===== src/rtl/fws_params.svh =====
// Function
// - After timeout host writes reset to bank
// - Host checks window before and after adding
// - Status reads use busy bank address
// - Poll reads use programmed or erasing address
`ifndef FWS_PARAMS_SVH
`define FWS_PARAMS_SVH
`define FWS_AW 23
`define FWS_DW 16
`define FWS_CLK_NS 40
`define FWS_WE_LOW_NS 60
`define FWS_OE_LOW_NS 80
`define FWS_GAP_NS 40
`define FWS_WE_CYC ((`FWS_WE_LOW_NS + `FWS_CLK_NS - 1) / `FWS_CLK_NS)
`define FWS_OE_CYC ((`FWS_OE_LOW_NS + `FWS_CLK_NS - 1) / `FWS_CLK_NS)
`define FWS_GAP_CYC ((`FWS_GAP_NS + `FWS_CLK_NS - 1) / `FWS_CLK_NS)
`define FWS_REG_CTRL 8'h00
`define FWS_REG_ADDR 8'h04
`define FWS_REG_WDATA 8'h08
`define FWS_REG_STATUS 8'h0C
`define FWS_REG_RDATA 8'h10
`define FWS_OPC_READ 3'h1
`define FWS_OPC_PROG 3'h2
`define FWS_OPC_SERASE 3'h3
`define FWS_OPC_CERASE 3'h4
`define FWS_OPC_ADDERASE 3'h5
`define FWS_OPC_SUSPEND 3'h6
`define FWS_OPC_RESET 3'h7
`define FWS_OPC_POLL 3'h0
`define FWS_ST_BUSY 0
`define FWS_ST_DONE 1
`define FWS_ST_FAIL 2
`define FWS_ST_WINDOW 3
`define FWS_ST_MAYBE_REJ 4
`define FWS_ST_REFUSED 5
`define FWS_ST_RB 6
`define FWS_POLLING_BIT 7
`define FWS_FIRST_TOGGLE_BIT 6
`define FWS_TIMEOUT_FAILURE_BIT 5
`define FWS_ERASE_WINDOW_BIT 3
`define FWS_SECOND_TOGGLE_BIT 2
`define FWS_UNLOCK1_ADDR 23'h000555
`define FWS_UNLOCK2_ADDR 23'h0002AA
`define FWS_CMD_UNLOCK1 16'h00AA
`define FWS_CMD_UNLOCK2 16'h0055
`define FWS_CMD_PROG 16'h00A0
`define FWS_CMD_ERASE 16'h0080
`define FWS_CMD_SECTOR 16'h0030
`define FWS_CMD_CHIP 16'h0010
`define FWS_CMD_SUSPEND 16'h00B0
`define FWS_CMD_RESET 16'h00F0
`define FWS_RESP_OKAY 2'h0
`define FWS_RESP_SLVERR 2'h2
`endif


===== src/rtl/fws_pkg.sv =====
`default_nettype none
`include "fws_params.svh"
package fws_pkg;
    typedef enum logic [3:0] {FWS_OP_READ, FWS_OP_PROG, FWS_OP_SERASE, FWS_OP_CERASE,
        FWS_OP_ADDERASE, FWS_OP_SUSPEND, FWS_OP_RESET, FWS_OP_POLL} fws_op_t;
    typedef enum logic [1:0] {ST_IDLE, ST_NEXT, ST_BUS_WR, ST_BUS_RD} fws_state_t;
    typedef enum logic [2:0] {PH_SEQ, PH_PRECHK, PH_ACCEPT, PH_WINDOW, PH_POLL,
        PH_READ} fws_phase_t;
    typedef struct packed {
        logic [`FWS_AW-1:0] addr;
        logic [`FWS_DW-1:0] data;
        logic last;
    } fws_step_t;
    typedef struct packed {
        logic [`FWS_AW-1:0] addr;
        logic [`FWS_DW-1:0] wdata;
        logic drive;
        logic ce_n;
        logic oe_n;
        logic we_n;
    } fws_flash_o_t;
    typedef struct packed {
        fws_state_t state;
        fws_phase_t phase;
        fws_op_t op;
        logic [2:0] idx;
        logic [3:0] cnt;
        logic primed;
        logic timeout_seen;
        logic [`FWS_DW-1:0] stat;
        logic [`FWS_DW-1:0] prev;
        fws_flash_o_t fl;
        logic [`FWS_AW-1:0] addr;
        logic [`FWS_DW-1:0] wdata;
        logic [`FWS_DW-1:0] rdata;
        logic done;
        logic fail;
        logic window_closed;
        logic maybe_rej;
        logic refused;
        logic rb_level;
        logic awready;
        logic wready;
        logic bvalid;
        logic [1:0] bresp;
        logic arready;
        logic rvalid;
        logic [1:0] rresp;
        logic [31:0] rdata_bus;
    } fws_regs_t;
endpackage
`default_nettype wire

===== src/rtl/fws_host.sv =====
// Our own choices: the AXI4-Lite interface to the registers and the register addresses.
`timescale 1ns/10ps
`default_nettype none
`include "fws_params.svh"
module fws_host
    import fws_pkg::*;
#(
    parameter int WE_CYC = `FWS_WE_CYC,
    parameter int OE_CYC = `FWS_OE_CYC,
    parameter int GAP_CYC = `FWS_GAP_CYC
)
(
    input wire logic aclk,
    input wire logic aresetn,
    input wire logic awvalid,
    output logic awready,
    input wire logic [7:0] awaddr,
    input wire logic wvalid,
    output logic wready,
    input wire logic [31:0] wdata,
    input wire logic [3:0] wstrb,
    output logic bvalid,
    input wire logic bready,
    output logic [1:0] bresp,
    input wire logic arvalid,
    output logic arready,
    input wire logic [7:0] araddr,
    output logic rvalid,
    input wire logic rready,
    output logic [31:0] rdata,
    output logic [1:0] rresp,
    output fws_flash_o_t fl_o,
    input wire logic [`FWS_DW-1:0] fl_data_i,
    input wire logic ready_busy_n_out
);
    if (WE_CYC < 1 || WE_CYC > 16 || OE_CYC < 1 || OE_CYC > 16 || GAP_CYC < 1
        || GAP_CYC > 16)
    begin : g_bad_timing
        $error("fws_host: pulse counts must lie in 1..16");
    end
    fws_regs_t r;
    fws_regs_t n;
    fws_step_t step;
    logic toggled;
    logic win;
    function automatic logic [31:0] wmerge(input logic [31:0] old, input logic [31:0] d,
        input logic [3:0] s);
        for (int i = 0; i < 4; i++)
            wmerge[i*8 +: 8] = s[i] ? d[i*8 +: 8] : old[i*8 +: 8];
    endfunction
    // Register index, 3'd7 for an unmapped offset
    function automatic logic [2:0] reg_sel(input logic [7:0] a);
        case (a)
            `FWS_REG_CTRL: reg_sel = 3'h0;
            `FWS_REG_ADDR: reg_sel = 3'h1;
            `FWS_REG_WDATA: reg_sel = 3'h2;
            `FWS_REG_STATUS: reg_sel = 3'h3;
            `FWS_REG_RDATA: reg_sel = 3'h4;
            default: reg_sel = 3'h7;
        endcase
    endfunction
    // Bus write for a given step of a command sequence
    function automatic fws_step_t seq_step(input fws_op_t op, input logic [2:0] idx,
        input logic [`FWS_AW-1:0] a, input logic [`FWS_DW-1:0] d);
        logic [2:0] pre;
        pre = (op == FWS_OP_PROG) ? 3'h3 : (op == FWS_OP_SERASE || op == FWS_OP_CERASE)
            ? 3'h5 : 3'h0;
        seq_step.addr = a;
        seq_step.data = `FWS_CMD_RESET;
        seq_step.last = 1'b1;
        if (idx < pre)
        begin
            seq_step.last = 1'b0;
            seq_step.addr = (idx == 3'h1 || idx == 3'h4) ? `FWS_UNLOCK2_ADDR : `FWS_UNLOCK1_ADDR;
            seq_step.data = (op == FWS_OP_PROG) ? `FWS_CMD_PROG : `FWS_CMD_ERASE;
            if (idx == 3'h0 || idx == 3'h3)
                seq_step.data = `FWS_CMD_UNLOCK1;
            if (idx == 3'h1 || idx == 3'h4)
                seq_step.data = `FWS_CMD_UNLOCK2;
        end
        else
        begin
            case (op)
                FWS_OP_PROG: seq_step.data = d;
                FWS_OP_SERASE, FWS_OP_ADDERASE: seq_step.data = `FWS_CMD_SECTOR;
                FWS_OP_CERASE:
                begin
                    seq_step.addr = `FWS_UNLOCK1_ADDR;
                    seq_step.data = `FWS_CMD_CHIP;
                end
                FWS_OP_SUSPEND: seq_step.data = `FWS_CMD_SUSPEND;
                default: seq_step.data = `FWS_CMD_RESET;
            endcase
        end
    endfunction
    always_comb
    begin
        n = r;
        step = seq_step(r.op, r.idx, r.addr, r.wdata);
        toggled = r.stat[`FWS_FIRST_TOGGLE_BIT] ^ r.prev[`FWS_FIRST_TOGGLE_BIT];
        win = r.stat[`FWS_ERASE_WINDOW_BIT];
        n.rb_level = ready_busy_n_out;
        n.awready = 1'b0;
        n.wready = 1'b0;
        n.arready = 1'b0;
        n.bvalid = r.bvalid && !bready;
        n.rvalid = r.rvalid && !rready;
        if (!r.bvalid && !r.awready && awvalid && wvalid)
        begin
            n.awready = 1'b1;
            n.wready = 1'b1;
            n.bvalid = 1'b1;
            n.bresp = `FWS_RESP_OKAY;
            case (reg_sel(awaddr))
                3'h0:
                    if (r.state != ST_IDLE || !wstrb[0])
                        n.bresp = `FWS_RESP_SLVERR;
                    else
                    begin
                        n.state = ST_NEXT;
                        n.idx = 3'h0;
                        n.primed = 1'b0;
                        n.timeout_seen = 1'b0;
                        n.done = 1'b0;
                        n.fail = 1'b0;
                        n.maybe_rej = 1'b0;
                        n.refused = 1'b0;
                        n.phase = PH_SEQ;
                        case (wdata[2:0])
                            `FWS_OPC_READ:
                            begin
                                n.op = FWS_OP_READ;
                                n.phase = PH_READ;
                            end
                            `FWS_OPC_PROG: n.op = FWS_OP_PROG;
                            `FWS_OPC_SERASE: n.op = FWS_OP_SERASE;
                            `FWS_OPC_CERASE: n.op = FWS_OP_CERASE;
                            `FWS_OPC_ADDERASE:
                            begin
                                n.op = FWS_OP_ADDERASE;
                                n.phase = PH_PRECHK;
                            end
                            `FWS_OPC_SUSPEND: n.op = FWS_OP_SUSPEND;
                            `FWS_OPC_RESET: n.op = FWS_OP_RESET;
                            default:
                            begin
                                n.op = FWS_OP_POLL;
                                n.phase = PH_POLL;
                            end
                        endcase
                    end
                3'h1: n.addr = `FWS_AW'(wmerge(32'(r.addr), wdata, wstrb));
                3'h2: n.wdata = `FWS_DW'(wmerge(32'(r.wdata), wdata, wstrb));
                3'h3, 3'h4: n.bresp = `FWS_RESP_OKAY;
                default: n.bresp = `FWS_RESP_SLVERR;
            endcase
        end
        if (!r.rvalid && !r.arready && arvalid)
        begin
            n.arready = 1'b1;
            n.rvalid = 1'b1;
            n.rresp = `FWS_RESP_OKAY;
            case (reg_sel(araddr))
                3'h1: n.rdata_bus = 32'(r.addr);
                3'h2: n.rdata_bus = 32'(r.wdata);
                3'h3:
                begin
                    n.rdata_bus = {r.stat, 9'h000, r.rb_level, r.refused, r.maybe_rej,
                        r.window_closed, r.fail, r.done, r.state != ST_IDLE};
                end
                3'h4: n.rdata_bus = 32'(r.rdata);
                3'h0: n.rdata_bus = 32'h00000000;
                default:
                begin
                    n.rdata_bus = 32'h00000000;
                    n.rresp = `FWS_RESP_SLVERR;
                end
            endcase
        end
        case (r.state)
            ST_NEXT:
            begin
                n.fl.ce_n = 1'b0;
                if (r.phase == PH_SEQ)
                begin
                    n.fl.addr = step.addr;
                    n.fl.wdata = step.data;
                    n.fl.drive = 1'b1;
                    n.fl.we_n = 1'b0;
                    n.cnt = 4'(WE_CYC - 1);
                    n.state = ST_BUS_WR;
                end
                else
                begin
                    // Status only comes back from the busy bank; DQ2 toggles only in a selected sector
                    n.fl.addr = r.addr;
                    n.fl.oe_n = 1'b0;
                    n.cnt = 4'(OE_CYC - 1);
                    n.state = ST_BUS_RD;
                end
            end
            ST_BUS_WR:
                if (r.cnt != 4'h0)
                    n.cnt = r.cnt - 4'h1;
                else if (!r.fl.we_n)
                begin
                    n.fl.we_n = 1'b1;
                    n.cnt = 4'(GAP_CYC - 1);
                end
                else
                begin
                    n.fl.ce_n = 1'b1;
                    n.fl.drive = 1'b0;
                    n.state = ST_NEXT;
                    n.idx = r.idx + 3'h1;
                    if (step.last)
                    begin
                        n.idx = 3'h0;
                        n.primed = 1'b0;
                        case (r.op)
                            FWS_OP_SERASE: n.phase = PH_ACCEPT;
                            FWS_OP_ADDERASE: n.phase = PH_WINDOW;
                            FWS_OP_RESET: n.state = ST_IDLE;
                            default: n.phase = PH_POLL;
                        endcase
                    end
                end
            ST_BUS_RD:
                if (r.cnt != 4'h0)
                    n.cnt = r.cnt - 4'h1;
                else if (!r.fl.oe_n)
                begin
                    n.fl.oe_n = 1'b1;
                    n.stat = fl_data_i;
                    n.cnt = 4'(GAP_CYC - 1);
                end
                else
                begin
                    n.fl.ce_n = 1'b1;
                    n.state = ST_NEXT;
                    n.primed = 1'b1;
                    n.prev = r.stat;
                    case (r.phase)
                        PH_PRECHK:
                            if (win)
                            begin
                                n.refused = 1'b1;
                                n.window_closed = 1'b1;
                                n.state = ST_IDLE;
                            end
                            else
                                n.phase = PH_SEQ;
                        PH_ACCEPT:
                            if (r.primed && toggled)
                            begin
                                n.phase = PH_WINDOW;
                                n.primed = 1'b0;
                            end
                            else if (r.primed)
                                n.state = ST_IDLE;
                        PH_WINDOW:
                        begin
                            n.window_closed = win;
                            n.maybe_rej = win && r.op == FWS_OP_ADDERASE;
                            n.state = ST_IDLE;
                        end
                        PH_POLL:
                            if (r.primed && !toggled)
                                n.state = ST_IDLE;
                            else if (r.primed && r.stat[`FWS_TIMEOUT_FAILURE_BIT])
                            begin
                                // Toggle is checked once more after the failure bit shows
                                if (r.timeout_seen)
                                begin
                                    n.fail = 1'b1;
                                    n.op = FWS_OP_RESET;
                                    n.phase = PH_SEQ;
                                    n.idx = 3'h0;
                                end
                                n.timeout_seen = 1'b1;
                            end
                        default:
                        begin
                            n.rdata = r.stat;
                            n.state = ST_IDLE;
                        end
                    endcase
                end
            default: n.cnt = 4'h0;
        endcase
        if (r.state != ST_IDLE && n.state == ST_IDLE)
            n.done = 1'b1;
        if (!aresetn)
        begin
            n = '0;
            n.fl.ce_n = 1'b1;
            n.fl.oe_n = 1'b1;
            n.fl.we_n = 1'b1;
        end
    end
    always_ff @(posedge aclk)
        r <= n;
    assign awready = r.awready;
    assign wready = r.wready;
    assign bvalid = r.bvalid;
    assign bresp = r.bresp;
    assign arready = r.arready;
    assign rvalid = r.rvalid;
    assign rdata = r.rdata_bus;
    assign rresp = r.rresp;
    assign fl_o = r.fl;
endmodule
`default_nettype wire


===== config.mk =====
export PLATFORM = sky130hd
export DESIGN_NAME = fws_host
export DESIGN_NICKNAME = d
export VERILOG_FILES = /design/src/rtl/fws_pkg.sv /design/src/rtl/fws_host.sv
export VERILOG_INCLUDE_DIRS = /design/src /design/src/rtl
export SDC_FILE = /design/constraint.sdc
export NUM_CORES = 1
export LEC_CHECK = 0
export ABC_AREA = 1
export BUFFER_PORTS_ARGS = -buffer_cell sky130_fd_sc_hd__buf_2
export CAP_MARGIN = 0
export CELL_PAD_IN_SITES_DETAIL_PLACEMENT = 0
export CELL_PAD_IN_SITES_GLOBAL_PLACEMENT = 1
export CORE_UTILIZATION = 43
export CTS_BUF_LIST = sky130_fd_sc_hd__clkbuf_16
export DETAILED_ROUTE_END_ITERATION = 8
export PLACE_DENSITY = 0.84
export SKIP_LAST_GASP = 1
export SLEW_MARGIN = 20
export SYNTH_ARGS = -nofsm -noshare
export SYNTH_HDL_FRONTEND = slang
export SYNTH_SLANG_ARGS = --single-unit

===== constraint.sdc =====
create_clock -name aclk -period 6.65 [get_ports aclk]
set_clock_uncertainty 0.2 [all_clocks]
set_input_delay 0.3325 -clock aclk [delete_from_list [all_inputs] [get_ports aclk]]
set_output_delay 0.3325 -clock aclk [all_outputs]
set_load 0.1 [all_outputs]

==> results by group <==
Outcome
  – Status: finished clean

Worst setup path
  – WP data required: around 6.8 ns
  – Reg-to-Reg Start: r[186]
  – CP endpoint kind: flop
  – CP Launch Type: flop
  – Critical path class: reg2reg
  – Max FO, Critical Path: 14
  – Reg2reg path depth: 14
  – Reg2reg end: fl_o[11]
  – Worst path arrival time: 3.28 ns
  – Reg-to-reg slack, setup: 3.52 ns

Routing
  – DRT Pass-1 Iters: 6
  – Via count: between 7000 and 8000
  – Avg WL per Cell: 15.3 microns
  – ANT nets after route: 0
  – DR iter-0 viols: 559
  – Vias per cell: 5.02
  – DRC Markers: 0
  – Routed wire length: around 23000 microns

Logic synthesis
  – Yosys top cell area share: a little over two fifths
  – Asr flop ratio synth: 0%
  – Synthesized cell area: 8330 sq um
  – Synth area leaders: dfxtp_1 (43%), nand2_1 (9.4%), a21oi_1 (8.0%)
  – Synth warnings: 0
  – Post-synth EDFFs: 0
  – #FFs+latches synth: between 150 and 200
  – Cell count after synthesis: 1150
  – Syn avg cell area: a little over 7 sq um
  – Cell taking the most area after synthesis: dfxtp_1
  – Register area share after synthesis: between 40 and 50%
  – Top FF cell, synth: dfxtp_1
  – Netlist cell types: 41

Die
  – Core Footprint: 18800 sq um
  – Die area: around 20000 sq um
  – Ports: 160
  – Effective utilization at floorplan: 44.2%
  – Die X: about 140 microns
  – Die height: 141 microns
  – Row count: 50

Timing
  – Fin. Hold Viols: 0
  – Max Freq: 319 MHz
  – RSZ-0062 raised after global routing: false
  – Setup-failing EPs final: 0
  – Tmin final: around 3.1 ns
  – Slew headroom: between 40% and 50%
  – Final period utilization: 47.1%
  – Least-Margin Pin Slew: slightly below 0.9 ns
  – Final Max Tran Viols: 0
  – Fin Setup TNS: 0 ns

Global routing
  – Vias in the first global route: 6861
  – First-pass GRT wire length: 36100 microns
  – Grt total ovfl: 0
  – Initial antenna violation count: 0
  – All-layer global routing usage: 23.3%
  – Largest net degree at the start of global routing: 84

Cells and area
  – Layout cell share with drive strength beyond 1: about 17%
  – NumNets Final: 1312
  – Area added between synthesis and finish: 14.7%
  – Diode count: 0
  – Finished Layout Cells: between 1000 and 1500
  – Util after Layout: 50.7%
  – Commonest non-fill, non-tap cell in the layout: nand2_1
  – Commonest non-fill, non-tap cells in the layout: nand2_1 (208), dfxtp_1 (177), buf_2 (147)

Clocking
  – Worst-Skew Late Latency: about 0.43 ns
  – H-tree depth: 4
  – CTS Buf Count: 17
  – Clock-pin slew on the worst setup and hold paths: 0.07 ns
  – Clock Sinks: 177
  – Root buffer cell: clkbuf_16
  – # Post-CTS Setup Buffers: 0
  – CTS resizes: 0
  – CTS tree: built
  – Clk buf depth: 2

Worst hold path
  – Worst hold path type: in2reg
  – Worst Hold End: r[63]
  – Worst hold stages: 3
  – Worst hold start: wdata[0]

Pwr
  – Total power: 2.24 mW
  – Maximum vdd drop: 0.183 mV
  – Power per cell area: 234 nW/um^2
  – Pleak: just over 4 nW

Placed design
  – Placed Cells: approximately 1400
  – HPWL Detailed: 16300 microns
  – Gp weighted congestion: roughly 0.86
  – PortBufs: 147

Flow run
  – Maximum capacitance violations: 0
[registers in the layout (all words and copies together) (netlist names)]
name     flops
r           96
fl_o        43
rdata       32
arready      1
awready      1
bresp        1
bvalid       1
rresp        1
rvalid       1
[per-stage QoR]
| step | setup slack (ns) | area [sq um] | hold WS, ns |
|---|---|---|---|
| detailed placement | 3.60 | 8620 | 0.254 |
| CTS | 3.57 | 9540 | 0.00177 |
| finish | 3.52 | 9550 | 0.0103 |
| global placement | 3.64 | 8620 | 0.248 |
| floorplan | 4.36 | 8330 | 0.230 |
| global route | 3.23 | 9550 | 0.00953 |
[cell families after synthesis]
group           after synthesis  synth area share (%)
flops                       177                  42.5
xor+xnor                      2                 0.210
buf+inv                     269                  16.0
simple gates                381                  19.8
other cells                   1                0.0450
compound gates              312                  20.2
fa+ha+maj                     8                  1.20
[how the worst max path moves through the flow]
stage | startpoint | to | cells past startpoint
after floorplan | bvalid | r[68] | 7
after global placement | r[186] | fl_o[32] | 12
after detailed placement | r[186] | fl_o[11] | 14
after CTS | r[186] | fl_o[11] | 14
after global routing | r[186] | fl_o[11] | 14
final | r[186] | fl_o[11] | 14
[cell usage after synthesis, drive strengths merged (2+ instances only)]
cell type / instances
a211oi: 17
a21oi: 133
buf: 96
clkbuf: 33
dfxtp: 177
ha: 8
inv: 140
nand2: 212
nand3: 46
nand3b: 3
nand4: 6
nor2: 90
nor3: 21
o2111ai: 2
o211ai: 13
o21ai: 129
o22ai: 10
o41ai: 2
or2: 2
[timing repair]
item                                    CTS  global route
hold buffers                             34             0
hold endpoints to repair                 40             0
endpoints found under the setup margin    0             0
[where the power goes]
group / internal, mW / total [mW] / switching [mW]
Combinational: 0.0433 / 0.161 / 0.118
Sequential: 1.07 / 1.07 / 0.00404
Clock: 0.558 / 1.01 / 0.447
[layer usage]
layer	up-vias	GRT usage (%)	wire [microns]
met1	3445	32.1	11100
met4	0	7.38	380
met5	-	0	0
met3	23	3.26	1080
met2	225	37.5	10400
li1	3830	-	-
[critical path, stage by stage, from the launching register on]
cell and delay [ns]:
dfxtp_1 0.37, inv_1 0.11, nor2_1 0.22, nand2_1 0.19, ha_1 0.32, nand2_1 0.05
inv_1 0.04, nand2_1 0.05, nand2_1 0.33, inv_1 0.26, nand2_1 0.30, nand2_1 0.13
inv_2 0.18, o21ai_0 0.16, a21oi_1 0.14
[final cells by class]
class / count / area [sq um]
Sequential cell: 177 / 3540
Fill cell: 1912 / 9280
Tap cell: 260 / 325
Clock buffer: 17 / 425
Multi-Input combinational cell: 705 / 3450
Clock inverter: 13 / 150
Timing Repair Buffer: 187 / 1130
Inverter: 140 / 526
No activity file was read; power rests on OpenSTA's default activity.
